## config.mk

```make
export PLATFORM = sky130hd
export DESIGN_NAME = paired_store_conditional
export DESIGN_NICKNAME = d
export VERILOG_FILES = /design/src/inc/psc_pkg.sv /design/src/inc/link_if.sv /design/src/design/link_tracker.sv /design/src/design/paired_store_conditional.sv /design/src/design/sc_addr_check.sv
export SDC_FILE = /design/constraint.sdc
export NUM_CORES = 1
export LEC_CHECK = 0
export BUFFER_PORTS_ARGS = -buffer_cell sky130_fd_sc_hd__buf_2
export CAP_MARGIN = 15
export CORE_UTILIZATION = 44
export CTS_CLUSTER_SIZE = 10
export DETAILED_ROUTE_END_ITERATION = 10
export GPL_TIMING_DRIVEN = 0
export PLACE_DENSITY_LB_ADDON = 0.2
export SLEW_MARGIN = 40
export SYNTH_ARGS = -nofsm -noshare
export SYNTH_HDL_FRONTEND = slang
export SYNTH_SLANG_ARGS = --single-unit
```

## constraint.sdc

```tcl
create_clock -name REF_CLK -period 2.3 [get_ports REF_CLK]
set_input_delay 0.69 -clock REF_CLK [delete_from_list [all_inputs] [get_ports REF_CLK]]
set_output_delay 0.69 -clock REF_CLK [all_outputs]
set_load 0.005 [all_outputs]
```

## src/inc/psc_pkg.sv

```systemverilog
/*
  Constants, encodings and register map of the paired store-conditional unit.
  Assumes a 32-bit virtual and physical address and a 3-bit cache attribute.
*/
package psc_pkg;
  // ****************************************
  // Register map (Wishbone byte addresses)
  // ****************************************
  localparam logic [7:0] CTRL_OFS = 8'h00;
  localparam logic [7:0] STATUS_OFS = 8'h04;
  localparam logic [7:0] LINK_VADDR_OFS = 8'h08;
  localparam logic [7:0] LINK_PADDR_OFS = 8'h0C;
  localparam int unsigned CTRL_NOPAIR_BIT = 0;
  localparam int unsigned CTRL_EVA_BIT = 1;
  localparam int unsigned CTRL_KEEP_BIT = 2;
  localparam logic [2:0] CTRL_RST = 3'h6;
  localparam int unsigned ST_LINK_BIT = 0;
  localparam int unsigned ST_BUSY_BIT = 1;
  localparam int unsigned ST_OK_BIT = 2;
  // ****************************************
  // Addressing
  // ****************************************
  localparam logic [31:0] ALIGN_MASK = 32'h0000_0007;
  localparam logic [31:0] HI_WORD_OFS = 32'h0000_0004;
  // ****************************************
  // Encodings
  // ****************************************
  typedef enum logic [1:0] {
    KIND_LL_PAIRED = 2'b00,
    KIND_LL_OTHER = 2'b01,
    KIND_SC_PAIRED_USER = 2'b10,
    KIND_LOAD = 2'b11
  } req_kind_t;
  typedef enum logic [2:0] {
    EXC_NONE = 3'b000,
    EXC_TLB_REFILL = 3'b001,
    EXC_TLB_INVALID = 3'b010,
    EXC_TLB_MODIFIED = 3'b011,
    EXC_RESERVED_INSTR = 3'b100,
    EXC_ADDR_ERROR = 3'b101,
    EXC_WATCH = 3'b110,
    EXC_COP_UNUSABLE = 3'b111
  } exc_t;
  typedef enum logic [1:0] {
    SEG_KERNEL_USER_MAPPED = 2'b00,
    SEG_UNMAPPED_USK = 2'b01,
    SEG_MAPPED_SK = 2'b10,
    SEG_KERNEL_ONLY = 2'b11
  } seg_mode_t;
endpackage

```

## src/inc/link_if.sv

```systemverilog
/*
  Carrier between the store-conditional sequencer and the link tracker.
  Assumes both ends share one clock; the tracker owns the link state.
*/
`timescale 1ns/10ps
interface link_if;
  logic set;
  logic clr;
  logic keep_addr;
  logic [31:0] set_vaddr;
  logic [31:0] set_paddr;
  logic [2:0] set_cca;
  logic [31:0] cmp_vaddr;
  logic [31:0] cmp_paddr;
  logic [2:0] cmp_cca;
  logic valid;
  logic match;
  logic [31:0] rec_vaddr;
  logic [31:0] rec_paddr;
  modport owner(input set, clr, keep_addr, set_vaddr, set_paddr, set_cca,
    cmp_vaddr, cmp_paddr, cmp_cca, output valid, match, rec_vaddr, rec_paddr);
  modport user(output set, clr, keep_addr, set_vaddr, set_paddr, set_cca,
    cmp_vaddr, cmp_paddr, cmp_cca, input valid, match, rec_vaddr, rec_paddr);
endinterface

```

## src/design/link_tracker.sv

```systemverilog
/*
  Link flag and link address record.
  Assumes set and clear pulses are one clock wide from the sequencer.
*/
`timescale 1ns/10ps
module link_tracker (
  input wire logic clk,
  input wire logic rst_n,
  link_if.owner lk
);
  logic valid_r;
  logic [31:0] vaddr_r;
  logic [31:0] paddr_r;
  logic [2:0] cca_r;
  logic valid_nxt;
  logic addr_eq;

  // ****************************************
  // Link state
  // ****************************************
  assign valid_nxt = lk.set ? 1'b1 : (lk.clr ? 1'b0 : valid_r);
  assign addr_eq = (vaddr_r == lk.cmp_vaddr) && (paddr_r == lk.cmp_paddr) &&
    (cca_r == lk.cmp_cca);
  assign lk.match = valid_r && (addr_eq || !lk.keep_addr);
  assign lk.valid = valid_r;
  assign lk.rec_vaddr = vaddr_r;
  assign lk.rec_paddr = paddr_r;

  always_ff @(posedge clk) begin
    if (!rst_n) begin
      valid_r <= 1'b0;
    end else begin
      valid_r <= valid_nxt;
    end
  end

  always_ff @(posedge clk) begin
    if (!rst_n) begin
      vaddr_r <= 32'h0000_0000;
      paddr_r <= 32'h0000_0000;
      cca_r <= 3'h0;
    end else if (lk.set) begin
      vaddr_r <= lk.set_vaddr & ~psc_pkg::ALIGN_MASK;
      paddr_r <= lk.set_paddr & ~psc_pkg::ALIGN_MASK;
      cca_r <= lk.set_cca;
    end
  end
endmodule // link_tracker

```

## src/design/paired_store_conditional.sv

```systemverilog
/*
  Execution unit for the user-space paired store-conditional, with the link
  flag it depends on and a Wishbone register slave for its controls.
  Assumes requests are only issued while REQ_READY is high, translation and
  memory answer with one-cycle acks, and memory honours MEM_LOCK.
*/
// The address map and the Wishbone interface to the registers were chosen for this implementation.
`timescale 1ns/10ps
module paired_store_conditional #(
  parameter bit BIG_ENDIAN = 1'b0
) (
  input wire logic REF_CLK,
  input wire logic RST_N,
  input wire logic WB_CYC_I,
  input wire logic WB_STB_I,
  input wire logic WB_WE_I,
  input wire logic [7:0] WB_ADR_I,
  input wire logic [3:0] WB_SEL_I,
  input wire logic [31:0] WB_DAT_I,
  output logic [31:0] WB_DAT_O,
  output logic WB_ACK_O,
  input wire logic REQ_VALID,
  input wire psc_pkg::req_kind_t REQ_KIND,
  input wire logic [31:0] REQ_BASE,
  input wire logic [31:0] REQ_HI,
  input wire logic [31:0] REQ_LO,
  input wire logic [31:0] REQ_LL_PADDR,
  input wire logic [2:0] REQ_LL_CCA,
  input wire psc_pkg::seg_mode_t REQ_SEG_MODE,
  input wire logic EXC_TAKEN,
  input wire logic ERET_DONE,
  input wire logic SNOOP_INV,
  output logic REQ_READY,
  output logic RSP_VALID,
  output logic RSP_WE,
  output logic [31:0] RSP_DATA,
  output psc_pkg::exc_t RSP_EXC,
  output logic XLT_REQ,
  output logic [31:0] XLT_VADDR,
  output logic XLT_USER_MAP,
  input wire logic XLT_ACK,
  input wire logic [31:0] XLT_PADDR,
  input wire logic [2:0] XLT_CCA,
  input wire psc_pkg::exc_t XLT_EXC,
  output logic MEM_REQ,
  output logic MEM_LOCK,
  output logic [31:0] MEM_ADDR,
  output logic [31:0] MEM_WDATA,
  input wire logic MEM_ACK
);
  typedef enum logic [2:0] {
    ST_IDLE = 3'b000,
    ST_XLATE = 3'b001,
    ST_WR_LO = 3'b010,
    ST_WR_HI = 3'b011,
    ST_RESP = 3'b100
  } state_t;

  state_t state_r;
  state_t state_nxt;
  logic [31:0] vaddr_r;
  logic [31:0] hi_r;
  logic [31:0] lo_r;
  logic [31:0] paddr_r;
  logic ok_r;
  logic ok_nxt;
  psc_pkg::exc_t exc_r;
  psc_pkg::exc_t exc_nxt;
  logic [2:0] ctrl_r;
  logic last_ok_r;
  logic ready_r;
  logic rsp_valid_r;
  logic rsp_we_r;
  logic [31:0] rsp_data_r;
  psc_pkg::exc_t rsp_exc_r;
  logic xlt_req_r;
  logic [31:0] xlt_vaddr_r;
  logic xlt_user_r;
  logic mem_req_r;
  logic mem_lock_r;
  logic [31:0] mem_addr_r;
  logic [31:0] mem_wdata_r;
  logic wb_ack_r;
  logic [31:0] wb_dat_r;

  link_if lk();

  // ****************************************
  // Submodules
  // ****************************************
  logic chk_enabled;
  logic chk_misaligned;
  logic chk_user_map;

  link_tracker u_link (
    .clk(REF_CLK),
    .rst_n(RST_N),
    .lk(lk)
  );

  sc_addr_check u_check (
    .nopair(ctrl_r[psc_pkg::CTRL_NOPAIR_BIT]),
    .eva(ctrl_r[psc_pkg::CTRL_EVA_BIT]),
    .vaddr(REQ_BASE),
    .seg_mode(REQ_SEG_MODE),
    .enabled(chk_enabled),
    .misaligned(chk_misaligned),
    .user_map(chk_user_map)
  );

  // ****************************************
  // Request decode
  // ****************************************
  wire req_take = REQ_VALID && ready_r;
  wire take_sc = req_take && (REQ_KIND == psc_pkg::KIND_SC_PAIRED_USER);
  wire take_ll = req_take && ((REQ_KIND == psc_pkg::KIND_LL_PAIRED) ||
    (REQ_KIND == psc_pkg::KIND_LL_OTHER));
  wire sc_end = (state_r != ST_RESP) && (state_nxt == ST_RESP);
  wire [31:0] lo_ofs = BIG_ENDIAN ? psc_pkg::HI_WORD_OFS : 32'h0000_0000;
  wire [31:0] hi_ofs = BIG_ENDIAN ? 32'h0000_0000 : psc_pkg::HI_WORD_OFS;
  wire [31:0] xlt_base = XLT_PADDR & ~psc_pkg::ALIGN_MASK;

  // Loads leave the link alone; only these events clear it
  assign lk.set = take_ll;
  assign lk.clr = SNOOP_INV || EXC_TAKEN || ERET_DONE || sc_end;
  assign lk.keep_addr = ctrl_r[psc_pkg::CTRL_KEEP_BIT];
  assign lk.set_vaddr = REQ_BASE;
  assign lk.set_paddr = REQ_LL_PADDR;
  assign lk.set_cca = REQ_LL_CCA;
  assign lk.cmp_vaddr = vaddr_r;
  assign lk.cmp_paddr = xlt_base;
  assign lk.cmp_cca = XLT_CCA;

  // ****************************************
  // Sequencer
  // ****************************************
  always_comb begin
    state_nxt = state_r;
    ok_nxt = ok_r;
    exc_nxt = exc_r;
    unique case (state_r)
      ST_IDLE: begin
        if (take_sc) begin
          ok_nxt = 1'b0;
          exc_nxt = psc_pkg::EXC_NONE;
          if (!chk_enabled) begin
            exc_nxt = psc_pkg::EXC_RESERVED_INSTR;
            state_nxt = ST_RESP;
          end else if (chk_misaligned) begin
            exc_nxt = psc_pkg::EXC_ADDR_ERROR;
            state_nxt = ST_RESP;
          end else begin
            state_nxt = ST_XLATE;
          end
        end
      end
      ST_XLATE: begin
        if (XLT_ACK) begin
          if (XLT_EXC != psc_pkg::EXC_NONE) begin
            exc_nxt = XLT_EXC;
            state_nxt = ST_RESP;
          end else if (lk.match) begin
            state_nxt = ST_WR_LO;
          end else begin
            state_nxt = ST_RESP;
          end
        end
      end
      ST_WR_LO: begin
        if (MEM_ACK) begin
          state_nxt = ST_WR_HI;
        end
      end
      ST_WR_HI: begin
        if (MEM_ACK) begin
          ok_nxt = 1'b1;
          state_nxt = ST_RESP;
        end
      end
      ST_RESP: begin
        state_nxt = ST_IDLE;
      end
      default: begin
        state_nxt = ST_IDLE;
      end
    endcase
  end

  always_ff @(posedge REF_CLK) begin
    if (!RST_N) begin
      state_r <= ST_IDLE;
      ok_r <= 1'b0;
      exc_r <= psc_pkg::EXC_NONE;
      ready_r <= 1'b0;
    end else begin
      state_r <= state_nxt;
      ok_r <= ok_nxt;
      exc_r <= exc_nxt;
      ready_r <= (state_nxt == ST_IDLE);
    end
  end

  // Operands captured with the store request
  always_ff @(posedge REF_CLK) begin
    if (!RST_N) begin
      vaddr_r <= 32'h0000_0000;
      hi_r <= 32'h0000_0000;
      lo_r <= 32'h0000_0000;
    end else if (take_sc) begin
      vaddr_r <= REQ_BASE;
      hi_r <= REQ_HI;
      lo_r <= REQ_LO;
    end
  end

  // ****************************************
  // Translation port
  // ****************************************
  always_ff @(posedge REF_CLK) begin
    if (!RST_N) begin
      xlt_req_r <= 1'b0;
      xlt_vaddr_r <= 32'h0000_0000;
      xlt_user_r <= 1'b0;
    end else begin
      xlt_req_r <= (state_nxt == ST_XLATE);
      if (take_sc) begin
        xlt_vaddr_r <= REQ_BASE;
        xlt_user_r <= chk_user_map;
      end
    end
  end

  // ****************************************
  // Memory port
  // ****************************************
  always_ff @(posedge REF_CLK) begin
    if (!RST_N) begin
      paddr_r <= 32'h0000_0000;
      mem_req_r <= 1'b0;
      mem_lock_r <= 1'b0;
      mem_addr_r <= 32'h0000_0000;
      mem_wdata_r <= 32'h0000_0000;
    end else begin
      mem_req_r <= (state_nxt == ST_WR_LO) || (state_nxt == ST_WR_HI);
      mem_lock_r <= (state_nxt == ST_WR_LO) || (state_nxt == ST_WR_HI);
      if (state_r == ST_XLATE && state_nxt == ST_WR_LO) begin
        paddr_r <= xlt_base;
        mem_addr_r <= xlt_base | lo_ofs;
        mem_wdata_r <= lo_r;
      end else if (state_r == ST_WR_LO && state_nxt == ST_WR_HI) begin
        mem_addr_r <= paddr_r | hi_ofs;
        mem_wdata_r <= hi_r;
      end
    end
  end

  // ****************************************
  // Pipeline answer
  // ****************************************
  always_ff @(posedge REF_CLK) begin
    if (!RST_N) begin
      rsp_valid_r <= 1'b0;
      rsp_we_r <= 1'b0;
      rsp_data_r <= 32'h0000_0000;
      rsp_exc_r <= psc_pkg::EXC_NONE;
      last_ok_r <= 1'b0;
    end else begin
      rsp_valid_r <= sc_end;
      if (sc_end) begin
        rsp_we_r <= (exc_nxt == psc_pkg::EXC_NONE);
        rsp_data_r <= {31'h0000_0000, ok_nxt};
        rsp_exc_r <= exc_nxt;
        last_ok_r <= ok_nxt;
      end else begin
        rsp_we_r <= 1'b0;
      end
    end
  end

  // ****************************************
  // Wishbone register slave
  // ****************************************
  wire wb_req = WB_CYC_I && WB_STB_I && !wb_ack_r;
  wire wb_wr = wb_req && WB_WE_I;
  wire hit_ctrl = (WB_ADR_I == psc_pkg::CTRL_OFS);
  wire hit_status = (WB_ADR_I == psc_pkg::STATUS_OFS);
  wire hit_vaddr = (WB_ADR_I == psc_pkg::LINK_VADDR_OFS);
  wire hit_paddr = (WB_ADR_I == psc_pkg::LINK_PADDR_OFS);
  wire [2:0] status_bits = {last_ok_r, (state_r != ST_IDLE), lk.valid};
  wire [31:0] rd_mux = hit_ctrl ? {29'h0000_0000, ctrl_r} :
    hit_status ? {29'h0000_0000, status_bits} :
    hit_vaddr ? lk.rec_vaddr :
    hit_paddr ? lk.rec_paddr : 32'h0000_0000;

  always_ff @(posedge REF_CLK) begin
    if (!RST_N) begin
      wb_ack_r <= 1'b0;
      wb_dat_r <= 32'h0000_0000;
    end else begin
      wb_ack_r <= wb_req;
      if (wb_req) begin
        wb_dat_r <= rd_mux;
      end
    end
  end

  always_ff @(posedge REF_CLK) begin
    if (!RST_N) begin
      ctrl_r <= psc_pkg::CTRL_RST;
    end else if (wb_wr && hit_ctrl && WB_SEL_I[0]) begin
      ctrl_r <= WB_DAT_I[2:0];
    end
  end

  // ****************************************
  // Outputs
  // ****************************************
  assign WB_ACK_O = wb_ack_r;
  assign WB_DAT_O = wb_dat_r;
  assign REQ_READY = ready_r;
  assign RSP_VALID = rsp_valid_r;
  assign RSP_WE = rsp_we_r;
  assign RSP_DATA = rsp_data_r;
  assign RSP_EXC = rsp_exc_r;
  assign XLT_REQ = xlt_req_r;
  assign XLT_VADDR = xlt_vaddr_r;
  assign XLT_USER_MAP = xlt_user_r;
  assign MEM_REQ = mem_req_r;
  assign MEM_LOCK = mem_lock_r;
  assign MEM_ADDR = mem_addr_r;
  assign MEM_WDATA = mem_wdata_r;
endmodule // paired_store_conditional

```

## src/design/sc_addr_check.sv

```systemverilog
/*
  Availability, alignment and mapping decode for the user-space paired store.
  Assumes configuration bits are stable while a store is in flight.
*/
`timescale 1ns/10ps
module sc_addr_check (
  input wire logic nopair,
  input wire logic eva,
  input wire logic [31:0] vaddr,
  input wire psc_pkg::seg_mode_t seg_mode,
  output logic enabled,
  output logic misaligned,
  output logic user_map
);
  // ****************************************
  // Decode
  // ****************************************
  assign enabled = !nopair && eva;
  assign misaligned = |(vaddr & psc_pkg::ALIGN_MASK);
  assign user_map = (seg_mode == psc_pkg::SEG_KERNEL_USER_MAPPED);
endmodule // sc_addr_check

```

======== Word-level counts from Yosys, hierarchy flattened ========
Index checks and enable logic that the tools add are counted.
word-level totals
  register bits ........................... 302
  bits of input ports ..................... 228
  output and inout bits ................... 171
  logic and storage cells ................. 107
cells by class
  equality and inequality tests ........... 16
  muxes and demuxes ....................... 28
  bitwise logic cells ..................... 1
  reduce and logical (&&, ||, !) cells .... 37
operators by type and width
  kind                                            number
  two-way mux 32 bit                              8
  two-way mux 3 bit                               13
  == test 32 bit                                  1
  == test 29 bit                                  1
  == test 8 x 4 -> 1 bit (second input constant)  2
  logical AND 1 bit                               15
  == test 3 x 2 -> 1 bit (second input constant)  4
  case mux 3 bit (4 select lines)                 1
  zero test 3 bit                                 3
  == test 8 x 3 -> 1 bit (second input constant)  1
  zero test 8 bit                                 1
  == test 3 x 1 -> 1 bit (second input constant)  2
  logical OR 1 bit                                6
  case mux 3 bit (2 select lines)                 1
  nonzero test 3 bit                              2
  zero test 2 bit                                 2
  two-way mux 1 bit                               4
  nonzero test 2 bit                              2
  == test 3 bit                                   1
  == test 3 bit (second input constant)           1
  zero test 1 bit                                 3
  inequality test 3 bit (second input constant)   1
  OR reduction 3 bit                              1
  == test 2 x 1 -> 1 bit (second input constant)  1
  other kinds (5)                                 5

======== Logic depth before layout (Yosys ltp) ========
Gate-level depths: netlist of run 1.
  depth after elaboration ................. 14
  mapped depth ............................ 10
  mapped depth without buffers ............ 7

======== Hierarchy ========
A second synthesis of run 1 with hierarchy kept.
second synthesis, totals
  cell total of the unflattened synthesis .. 1424
  area total of the unflattened synthesis .. 12824.8 um^2
modules (own cells, without submodules)
  module                    instances  cells an instance  area an instance (um^2)
  paired_store_conditional  1          1118               9683.0
  link_tracker              1          303                3125.5
  sc_addr_check             1          3                  16.3

======== Worst setup path after synthesis of run 1 ========
Ideal clock, no wire load.
  kind .................................... input to register
  from .................................... input port XLT_PADDR[28]
  to ...................................... register rsp_exc_r[0] (netlist: RSP_EXC[0])
  library setup time ...................... 0.121 ns
  arrival ................................. 2.317 ns
  data required time ...................... 2.179 ns
  setup slack ............................. -0.138 ns
  stages on the path ...................... 8
  buffers on the path ..................... 1
  path through ............................ xor2_1 -> nor4_1 -> nand4_1 -> nor4_2 -> o21ai_0 -> a211o_1 -> buf_6 -> mux2_4
between the ends
  longest elaborated chain between the ends .. 11
RTL lines
  item                             line                             text
  from (decl)                      paired_store_conditional.sv:42   input wire logic [31:0] XLT_PADDR,
  == test 29 bit                   link_tracker.sv:22               assign addr_eq = (vaddr_r == lk.cmp_vaddr) && (paddr_r == lk.cmp_paddr) &&
  logical AND 1 bit (2 in a row)   link_tracker.sv:22
  logical OR 1 bit                 link_tracker.sv:24               assign lk.match = valid_r && (addr_eq || !lk.keep_addr);
  logical AND 1 bit                link_tracker.sv:24
  two-way mux 3 bit                paired_store_conditional.sv:162  end else if (lk.match) begin
  two-way mux 3 bit                paired_store_conditional.sv:159  if (XLT_EXC != psc_pkg::EXC_NONE) begin
  two-way mux 3 bit                paired_store_conditional.sv:158  if (XLT_ACK) begin
  case mux 3 bit (4 select lines)  paired_store_conditional.sv:141  unique case (state_r)
  == test 3 bit                    paired_store_conditional.sv:118  wire sc_end = (state_r != ST_RESP) && (state_nxt == ST_RESP);
  logical AND 1 bit                paired_store_conditional.sv:118
  to (signal assigned)             paired_store_conditional.sv:265  rsp_exc_r <= psc_pkg::EXC_NONE;
  to (signal assigned)             paired_store_conditional.sv:272  rsp_exc_r <= exc_nxt;
  to (decl)                        paired_store_conditional.sv:75   psc_pkg::exc_t rsp_exc_r;
Every way passes these cells.
A chain may end at the register's enable or synchronous reset.

======== Worst setup path in the final report of run 1 ========
  from .................................... input port XLT_PADDR[11]
  to ...................................... register mem_wdata_r[6] (netlist: MEM_WDATA[6])
between the ends
  longest elaborated chain between the ends .. 12
  elaborated cells on any way between the ends .. 15
  those cells by class .................... eq/ne: 3; mux: 5; reduce/logical: 7
RTL lines
  item                                                      line                                                              text
  == test 29 bit (*)                                        link_tracker.sv:22
  logical AND 1 bit (*) (2 in a row)                        link_tracker.sv:22
  logical OR 1 bit (*)                                      link_tracker.sv:24
  logical AND 1 bit (*)                                     link_tracker.sv:24
  two-way mux 3 bit (*)                                     paired_store_conditional.sv:162
  two-way mux 3 bit (*)                                     paired_store_conditional.sv:159
  two-way mux 3 bit (*)                                     paired_store_conditional.sv:158
  case mux 3 bit (4 select lines) (*)                       paired_store_conditional.sv:141
  == test 3 x 2 -> 1 bit (on tied branches)                 paired_store_conditional.sv:246, paired_store_conditional.sv:250
  logical AND 1 bit (on tied branches)                      paired_store_conditional.sv:246, paired_store_conditional.sv:250
  two-way mux 32 bit or nonzero test 2 bit (tied branches)  -
  to (signal assigned)                                      paired_store_conditional.sv:249                                   mem_wdata_r <= lo_r;
  to (signal assigned)                                      paired_store_conditional.sv:252                                   mem_wdata_r <= hi_r;
  to (decl)                                                 paired_store_conditional.sv:82                                    logic [31:0] mem_wdata_r;
Mark *: on every way between the ends. The rest lies on a longest branch, timed or not.

==> impl_metrics.toml, run 1 <==
[outcome]
outcome = "complete, but fails checks"
violations = "setup timing"

[placement]
post-place-cells = 2195
dp_hpwl_mm = 31.98
port_buffers = 326
gp_congestion = 0.9165

[synth]
syn_area_per_cell_um2 = 8.570
synth.distinct_cells = 41
synth_cells = 1459
ys_seq_elements = 302
synth_area_um2 = 12500
yosys_warnings = 0
synth.yosys.seq_area_share_pct = 48.35

[clock_network]
clkTransAtPathRegs_ns = 0.05
clock-root-buffer = "clkbuf_16"
cts.sinks = 302
worst_skew_pair.late_latency_ns = 0.50
cts_hold_buf = 0
numCtsBuffers = 36
cts_buffer_depth = 3
htreeDepth = 2
cts_tree = "built"

[timing]
maxSlewViolCount = 0
finalSetupViolCount = 103
worst_pin_slew_ns = 0.8028
maxSlewHeadroom_pct = 46.48
clock.fmax_mhz = 401.6
layout_min_cycle_time_ns = 2.490
finalHoldViolations = 0
finalClockSkew_ns = 0.01506
setup_slack_ns = -0.1901
grt_setup_unrepaired = "true"
period_share_pct = 108.3

[route]
wl_per_cell_um = 18.87
drc = 0
drt-pass1-iter-count = 5
num_vias = 11741
drtIter0Drc = 661
wirelength_mm = 42.51
routed_via_density = 5.211
ant_nets = 0

[global_route]
grt_pass1_vias = 11158
grt.total_usage_pct = 28.48
grt_max_degree = 11
antenna_found_initial = 5
overflow = 0
grt_pass1_wl_mm = 62.77

[worst_setup_path]
crit_path_end = "MEM_WDATA[6]"
critPathBufInv = 5
critPathMaxFanout = 6
arrival_ns = 2.90
crit_family = "buffers and inverters"
crit_type = "input port to flip-flop"
endpoint_kind = "flip-flop"
reg2reg_from = "u_link.lk.rec_paddr[16]"
r2r_slack_ns = -0.18
worstPathCellList = "buf_2, xor2_4, nor4_4, nand4_1, nor4_4, buf_4, o2111ai_4, buf_6, buf_12, buf_12, a211oi_2"
setup.worst_path.start = "XLT_PADDR[11]"
cp.required_ns = 2.71
worst_r2r_endpoint = "MEM_WDATA[6]"
worst-path-stages = 11
cpPeakStageDelay_ns = 0.29
critPathLaunchType = "input port"
slowest_stage = "nor4_4"
reg2reg_depth = 10

[final_layout]
area_growth_pct = 30.07
stdcell_count = 2253
final_cell_mix = "nand2_1 (362), buf_2 (335), dfxtp_1 (285)"
fin_nets = 2094
mostFrequentLayoutCell = "nand2_1"
fill_cells = 2631
final_layout_size_suffix_gt1_share_pct = 31.50
multi_input_area_um2 = 6130
utilization_pct = 58.38
seq_area_um2 = 6075

[floorplan]
initial_core_util_pct = 44.88
die-area_um2 = 29090
fp.coreArea_um2 = 27860
die_h_um = 170.6
placementRows = 61
fp.dieW_um = 170.6
ios = 399

[power_and_ir_drop]
power_density_nw_per_um2 = 688.0
p_comb_share_pct = 7.6
switching_power_uw = 2585
pwr-share-clk_pct = 44.3
vdd_drop_max_uv = 390.7
p_sw_share_pct = 23.10
internal_power_uw = 8604
seq_power_share_pct = 48.1
p_leak_uw = 0.007038

[min_path]
hold_path.class = "input port to flip-flop"

[run]
max_cap_viol_count = 0
-- routing by layer --
metal	part of all wire, %	wire length, um	up-vias	global-route usage [%]
li1	-	-	5665	-
met1	42	18070	5514	37.49
met2	47	19990	494	46.46
met3	7.9	3350	68	5.413
met4	2.6	1110	0	10.11
met5	0	0	-	0
-- power by group through the flow --
stage | clock network (uW) | registers [uW] | logic (uW)
finish | 4950 | 5380 | 856
global route | 5240 | 5380 | 927
CTS | 5010 | 5370 | 814
detailed placement | 0 | 5490 | 791
global placement | 0 | 5480 | 787
floorplan | 0 | 5470 | 396
-- worst register-to-register path, delay by kind of cell (launching register included) --
kind,cells,cell delay [ns]
flip-flops,1,0.37
buffers and inverters,4,0.67
XOR/XNOR,1,0.19
AND/OR/NAND/NOR,3,0.78
AO/OA/AOI/OAI,2,0.37
-- cell families (layout without fill, tap and decap cells) --
group / after synthesis / in the layout / share of synthesized area, %
mux: 100 / 100 / 8.666
compound gates: 296 / 296 / 14.52
other cells: 1 / 38 / 0.02999
xor+xnor: 61 / 61 / 4.273
flops: 302 / 302 / 48.35
buf+inv: 150 / 529 / 5.954
simple gates: 549 / 549 / 18.20
-- how the worst min path moves through the flow --
stage / startpoint / end / slack, ns / cells past startpoint
finish: WB_DAT_I[2] / ctrl_r[2] / 0.42 / 3
global route: REQ_LL_PADDR[29] / u_link.lk.rec_paddr[29] / 0.42 / 3
CTS: WB_DAT_I[0] / ctrl_r[0] / 0.41 / 3
detailed placement: lo_r[26] / lo_r[26] / 0.45 / 2
global placement: RSP_EXC[2] / RSP_EXC[2] / 0.44 / 2
floorplan: paddr_r[31] / paddr_r[31] / 0.43 / 2
-- sequential cells by signal, indices dropped and copies added (netlist names), 3 cells and up --
register and cells:
RSP_EXC 3, exc_r 3, u_link.cca_r 3, MEM_WDATA 32, MEM_ADDR 30, ctrl_r 3, u_link.lk.rec_paddr 29, paddr_r 29
u_link.lk.rec_vaddr 29, state_r 3, XLT_VADDR 32, hi_r 32, WB_DAT_O 32, lo_r 32
-- cells in the mapped netlist, drive strengths merged --
library cell  instances  area share, %
a211o                 1          0.070
a211oi               32            3.1
a21oi               164            6.6
a221o                 1          0.080
a221oi                1          0.070
a22o                  1          0.070
a22oi                29            1.7
and2                  5           0.25
and3                  3           0.15
and4                  1          0.070
buf                  60            3.3
clkbuf               85            2.6
conb                  1          0.030
dfxtp               302             48
inv                   5           0.15
mux2                 60            5.5
mux2i                40            3.2
nand2               362             11
nand2b                2           0.10
nand3                58            2.3
nand3b                2           0.12
nand4                 4           0.20
nand4b                1          0.070
nor2                 77            2.3
nor3                  7           0.28
nor3b                 2           0.12
nor4                 22            1.2
nor4b                 2           0.14
o2111ai               1           0.12
o211a                 1          0.080
o21ai                61            2.4
o22ai                 4           0.20
or2                   1          0.050
xor2                 61            4.3
-- per-stage QoR --
step / TNS [ns] / worst slack, ns / cell area (um^2) / hold slack, ns / power (uW)
global placement: -189.23 / -1.289 / 14750 / 0.4425 / 6270
CTS: -17.58 / -0.2089 / 15950 / 0.4064 / 11190
global route: -21.16 / -0.2659 / 16260 / 0.4180 / 11550
detailed placement: -148.39 / -1.213 / 14750 / 0.4471 / 6277
finish: -13.47 / -0.1901 / 16260 / 0.4193 / 11190
floorplan: -8.686 / -0.1319 / 12640 / 0.4335 / 5865
-- cell type report --
type | count | area share [%]
inverters | 5 | 0.1154
repair buffers | 337 | 10.88
multi-input cells | 1039 | 37.69
flip-flops and latches | 302 | 37.35
well taps | 378 | 2.908
clock buffers | 41 | 5.786
clock inverters | 1 | 0.1846
plain buffers | 145 | 5.008
diodes | 5 | 0.07693
-- timing repair --
action	4_1_cts	5_1_grt
resized for setup	37	81
gates cloned	2	1
hold endpoints to repair	0	0
buffers inserted	5	3
pin swaps	5	21
setup endpoints to repair	153	129
No activity file was read; power rests on OpenSTA's default activity.
==> inputs of run 2 (changes only) <==
--- a/config.mk
+++ b/config.mk
@@ -5,6 +5,7 @@
 export SDC_FILE = /design/constraint.sdc
 export NUM_CORES = 1
 export LEC_CHECK = 0
+export ABC_AREA = 1
 export BUFFER_PORTS_ARGS = -buffer_cell sky130_fd_sc_hd__buf_2
 export CAP_MARGIN = 15
 export CORE_UTILIZATION = 44
==> run 2 against run 1 <==
Against the previous run: the run now ends clean; routed wire length rose by 7.3%; total power increased by 5.3%; area after synthesis is 4.2% higher; synthesized cell count grew 26%; sequential power increased by 1%; non-clock buffer count rose by 10; hold slack better by 0.0087 ns; fmax grew 12%; global-route usage grew 0.52 points; cell area increased by 2.1%; clock skew rose by 0.0073 ns; largest power group unchanged.
==> impl_metrics.toml, run 2 <==
[power_and_ir_drop]
pwr-share-clk_pct = 44.7
power_density_nw_per_um2 = 709.5
p_sw_share_pct = 24.54
switching_power_uw = 2890
p_comb_share_pct = 9.0
p_leak_uw = 0.007692
power_uw = 11780
internal_power_uw = 8888
vdd_drop_max_uv = 493.4
seq_power_share_pct = 46.2

[global_route]
grt_pass1_wl_mm = 68.61
antenna_found_initial = 4
grt_pass1_vias = 12708
grt.total_usage_pct = 29.00
grt_max_degree = 11
overflow = 0

[timing]
finalClockSkew_ns = 0.02232
layout_min_cycle_time_ns = 2.223
hold_slack_ns = 0.4280
maxSlewViolCount = 0
clock.fmax_mhz = 449.9
period_share_pct = 96.64
grt_setup_unrepaired = "true"
worst_pin_slew_ns = 0.8046
finalHoldViolations = 0
maxSlewHeadroom_pct = 46.36
setup_slack_ns = 0.07726
finalSetupViolCount = 0

[worst_setup_path]
critPathMostFrequentCell = "clkbuf_2"
critPathLaunchType = "flip-flop"
setup.worst_path.start = "REQ_READY"
worstPathCellList = "nand2_1, nor3_2, inv_1, clkbuf_2, clkbuf_2, o21ai_0, a21oi_1"
critPathMaxFanout = 10
arrival_ns = 2.60
critPathBufInv = 3
crit_type = "flip-flop to flip-flop"
endpoint_kind = "flip-flop"
slowest_stage = "clkbuf_2"
reg2reg_from = "REQ_READY"
crit_family = "buffers and inverters"
reg2reg_depth = 7
cp.required_ns = 2.67
worst_r2r_endpoint = "hi_r[30]"
worst-path-stages = 7
r2r_slack_ns = 0.08
cpPeakStageDelay_ns = 0.37

[floorplan]
initial_core_util_pct = 45.01
placementRows = 62
fp.dieW_um = 174.0
die-area_um2 = 30290
die_h_um = 174.0
fp.coreArea_um2 = 28940
ios = 399

[min_path]
hold_path.class = "input port to flip-flop"
min_from = "REQ_BASE[11]"
min_to = "XLT_VADDR[11]"
min_path_cells = 3

[synth]
synth_area_um2 = 13020
syn_area_per_cell_um2 = 7.074
synthTopCellsByArea = "dfxtp_1 (46%), nand2_1 (12%), a21oi_1 (9.4%), o21ai_0 (7.5%), inv_1 (6.1%)"
synth-edff-count = 0
synth_top_flop_cell = "dfxtp_1"
synth-async-reset-ratio_pct = 0
synth_cells = 1841
synth_common_cells = "nand2_1 (413), dfxtp_1 (302), a21oi_1 (245), inv_1 (211), o21ai_0 (196)"
synth.distinct_cells = 36
yosys_warnings = 0
ys_seq_elements = 302
synth_most_common_cell = "nand2_1"
synth.yosys.seq_area_share_pct = 46.43
yosysTopAreaCell = "dfxtp_1"
netlist.area_leader.share_pct = 46.43

[final_layout]
area_growth_pct = 27.49
fin_area_um2 = 16600
final_cell_mix = "nand2_1 (400), buf_2 (330), dfxtp_1 (288)"
mostFrequentLayoutCell = "nand2_1"
final_layout_size_suffix_gt1_share_pct = 22.32
fin_nets = 2475
stdcell_count = 2646

[clock_network]
worst_skew_pair.late_latency_ns = 0.52
numCtsBuffers = 37
cts_tree = "built"
clkTransAtPathRegs_ns = 0.06
htreeDepth = 2
cts_buffer_depth = 3
clock-root-buffer = "clkbuf_16"
cts.sinks = 302

[placement]
gp_congestion = 0.9225
port_buffers = 326
dp_hpwl_mm = 34.51
post-place-cells = 2584
pre_cts_ws_ns = -0.7394
place_area_um2 = 15260

[route]
ant_nets = 0
wl_per_cell_um = 17.24
num_vias = 13849
drtIter0Drc = 1115
routed_via_density = 5.234
drt-pass1-iter-count = 5
wirelength_mm = 45.62
drc = 0

[run]
max_cap_viol_count = 0

[outcome]
outcome = "completed"
## run 2: how the worst max path moves through the flow
| stage | to | slack [ns] |
|---|---|---|
| after global routing | MEM_ADDR[12] | -0.008 |
| after detailed placement | MEM_ADDR[22] | -0.74 |
| after CTS | RSP_EXC[0] | -0.02 |
| final | hi_r[30] | 0.08 |
| after global placement | hi_r[30] | -0.72 |
| after floorplan | MEM_ADDR[24] | 0.20 |
## run 2: power by group through the flow
stage                     clock network, uW  logic, uW  registers [uW]
after floorplan                           0        552            5540
after CTS                              5300       1020            5440
after global placement                    0        998            5550
after detailed placement                  0       1010            5550
final                                  5270       1060            5450
after global routing                   5520       1170            5460
## run 2: logic make-up (layout without fill, tap and decap cells)
kind of cell,after synthesis,count (layout),share of synthesized area [%]
and+or+nand+nor,682,682,22.27
AOI/OAI and AO/OA,482,482,19.08
buffers and inverters,369,754,11.86
DFF,302,302,46.43
xor gates and xnor gates,5,5,0.3363
other,1,37,0.02880
## run 2: timing repair
| item | in CTS | in global routing |
|---|---|---|
| setup endpoints to repair | 100 | 95 |
| setup buffers | 5 | 5 |
| hold buffers | 0 | 0 |
| cloned | 0 | 0 |
| gates resized for setup | 10 | 91 |
| pin swaps | 2 | 24 |
## run 2: through the flow
| stage | setup TNS, ns | utilization [%] |
|---|---|---|
| floorplan | 0 | - |
| global placement | -135.29 | 52.72 |
| detailed placement | -121.21 | 52.75 |
| CTS | -0.02267 | 56.65 |
| global route | -0.02393 | 57.36 |
| finish | 0 | 57.38 |
## run 2: tightest hold or removal path, cell delays in order
cell and delay [ns]:
buf_2 0.10, nor2_1 0.04, nor2_1 0.08
## run 2: layer usage
| metal | vias up | GRT usage (%) | share of wire, % |
|---|---|---|---|
| met3 | 101 | 5.227 | 7.7 |
| met1 | 6408 | 37.55 | 43 |
| li1 | 6771 | - | - |
| met5 | - | 0 | 0 |
| met4 | 0 | 11.26 | 3.5 |
| met2 | 569 | 47.83 | 46 |
## run 2: final cells by class
class	count	area (um^2)
clock buffer	48	1040
antenna	4	10.01
timing repair buffer	337	1722
tap	384	480.5
buffer	155	785.8
fill	2826	12330
sequential	302	6063
clock inverter	2	17.52
inverter	212	795.8
multi-input combinational	1202	5688
==> inputs of run 3 (changes only) <==
--- a/config.mk
+++ b/config.mk
@@ -13,6 +13,7 @@
 export DETAILED_ROUTE_END_ITERATION = 10
 export GPL_TIMING_DRIVEN = 0
 export PLACE_DENSITY_LB_ADDON = 0.2
+export RECOVER_POWER = 25
 export SLEW_MARGIN = 40
 export SYNTH_ARGS = -nofsm -noshare
 export SYNTH_HDL_FRONTEND = slang
==> run 3 against run 2 <==
Against the previous run: sequential power is essentially flat; total power barely moved; sequential cell count unchanged; first-iteration DRC count grew 1.4%; die area is the same; cell count stayed put; sequential share of layout area hardly changed; hold slack better by 0.0016 ns.
==> impl_metrics.toml, run 3 (synthesis results as in run 2) <==
[outcome]
outcome = "completed"

[floorplan]
fp.coreArea_um2 = 28940
ios = 399
placementRows = 62
die-area_um2 = 30290
initial_core_util_pct = 45.01
fp.dieW_um = 174.0
die_h_um = 174.0

[global_route]
antenna_found_initial = 4
overflow = 0
grt_pass1_wl_mm = 68.61
grt.total_usage_pct = 29.00
grt_pass1_vias = 12708
grt_max_degree = 11

[worst_setup_path]
setup.worst_path.start = "REQ_READY"
slowest_stage = "clkbuf_2"
critPathMostFrequentCell = "clkbuf_2"
crit_type = "flip-flop to flip-flop"
r2r_slack_ns = 0.08
critPathMaxFanout = 10
arrival_ns = 2.59
reg2reg_from = "REQ_READY"
cpPeakStageDelay_ns = 0.37
reg2reg_depth = 7
worst_r2r_endpoint = "hi_r[30]"
critPathLaunchType = "flip-flop"
worstPathCellList = "nand2_1, nor3_2, inv_1, clkbuf_2, clkbuf_2, o21ai_0, a21oi_1"
cp.required_ns = 2.67
endpoint_kind = "flip-flop"

[timing]
maxSlewViolCount = 0
clock.fmax_mhz = 450.6
worst_pin_slew_ns = 0.8047
finalClockSkew_ns = 0.02209
maxSlewHeadroom_pct = 46.36
period_share_pct = 96.50
finalHoldViolations = 0
finalSetupViolCount = 0
grt_setup_unrepaired = "true"
layout_min_cycle_time_ns = 2.219

[min_path]
min_path_cells = 3
min_to = "XLT_VADDR[11]"
hold_path.class = "input port to flip-flop"
min_from = "REQ_BASE[11]"

[clock_network]
clock-root-buffer = "clkbuf_16"
clkTransAtPathRegs_ns = 0.06
cts_tree = "built"
cts.sinks = 302
worst_skew_pair.late_latency_ns = 0.52
numCtsBuffers = 37
htreeDepth = 2
cts_buffer_depth = 3

[placement]
place_area_um2 = 15260
gp_congestion = 0.9225
port_buffers = 326
dp_hpwl_mm = 34.51

[route]
routed_via_density = 5.229
drt-pass1-iter-count = 5
drtIter0Drc = 1131
drc = 0
wirelength_mm = 45.59
wl_per_cell_um = 17.23
num_vias = 13835
ant_nets = 0

[final_layout]
final_layout_size_suffix_gt1_share_pct = 22.19
fin_nets = 2475
mostFrequentLayoutCell = "nand2_1"
fin_area_um2 = 16600
area_growth_pct = 27.46
final_cell_mix = "nand2_1 (400), buf_2 (327), dfxtp_1 (288)"
fill_cells = 2829

[run]
max_cap_viol_count = 0

[power_and_ir_drop]
p_leak_uw = 0.007679
vdd_drop_max_uv = 492.8
power_uw = 11780
power_density_nw_per_um2 = 709.5
## run 3: changes by cell type in the layout (fill, tap and decap cells not counted)
cell	previous run	this run
clkbuf_1	91	93
buf_2	330	327
buf_1	11	12
## run 3: worst max-delay path, delay by kind of cell (launching register included)
kind	cells	cell delay, ns
compound gates	2	0.40
buf+inv	3	0.97
flops	1	0.35
simple gates	2	0.37
## run 3: per-layer routing
metal  vias to the layer above  share of wire (%)  global-route usage [%]
li1                       6769                  -                       -
met1                      6398                 42                   37.55
met2                       571                 46                   47.83
met3                        97                7.9                   5.227
met4                         0                3.4                   11.26
met5                         -                  0                       0
## run 3: final cells by class
| class | instances | area, um^2 | share of cell area, % |
|---|---|---|---|
| Clock buffer | 48 | 1040 | 6.264 |
| Multi-Input combinational cell | 1202 | 5688 | 34.27 |
| Antenna cell | 4 | 10.01 | 0.06030 |
| Tap cell | 384 | 480.5 | 2.895 |
| Inverter | 212 | 795.8 | 4.794 |
| Buffer | 155 | 785.8 | 4.734 |
| Timing Repair Buffer | 337 | 1718 | 10.35 |
| Sequential cell | 302 | 6063 | 36.53 |
| Clock inverter | 2 | 17.52 | 0.1055 |
## run 3: how the worst max path moves through the flow
| stage | to | slack [ns] | cells after the start |
|---|---|---|---|
| after floorplan | MEM_ADDR[24] | 0.20 | 17 |
| after global placement | hi_r[30] | -0.72 | 7 |
| after detailed placement | MEM_ADDR[22] | -0.74 | 18 |
| after CTS | RSP_EXC[0] | -0.02 | 10 |
| after global routing | MEM_ADDR[12] | -0.008 | 17 |
| final | hi_r[30] | 0.08 | 7 |
## run 3: what timing repair did
action / in CTS / in global routing
pin swaps: 2 / 24
endpoints found under the setup margin: 100 / 95
hold buffers: 0 / 0
gates resized for setup: 10 / 91
buffers inserted: 5 / 5
## run 3: where the power goes
| part | internal (uW) | total (uW) | switching (uW) |
|---|---|---|---|
| combinational | 384 | 1060 | 679 |
| clock | 3130 | 5270 | 2140 |
| sequential | 5380 | 5450 | 68.3 |
## run 3: metrics by stage
step | setup WS, ns | utilization [%] | cells | hold slack, ns | TNS [ns]
after floorplan | 0.2003 | - | 1873 | 0.4245 | 0
after global placement | -0.7207 | 52.72 | 2583 | 0.4330 | -135.29
after detailed placement | -0.7394 | 52.75 | 2584 | 0.4374 | -121.21
after CTS | -0.02267 | 56.65 | 2639 | 0.4123 | -0.02267
after global routing | -0.008160 | 57.35 | 2644 | 0.4315 | -0.02393
final | 0.08052 | 57.36 | 2646 | 0.4296 | 0
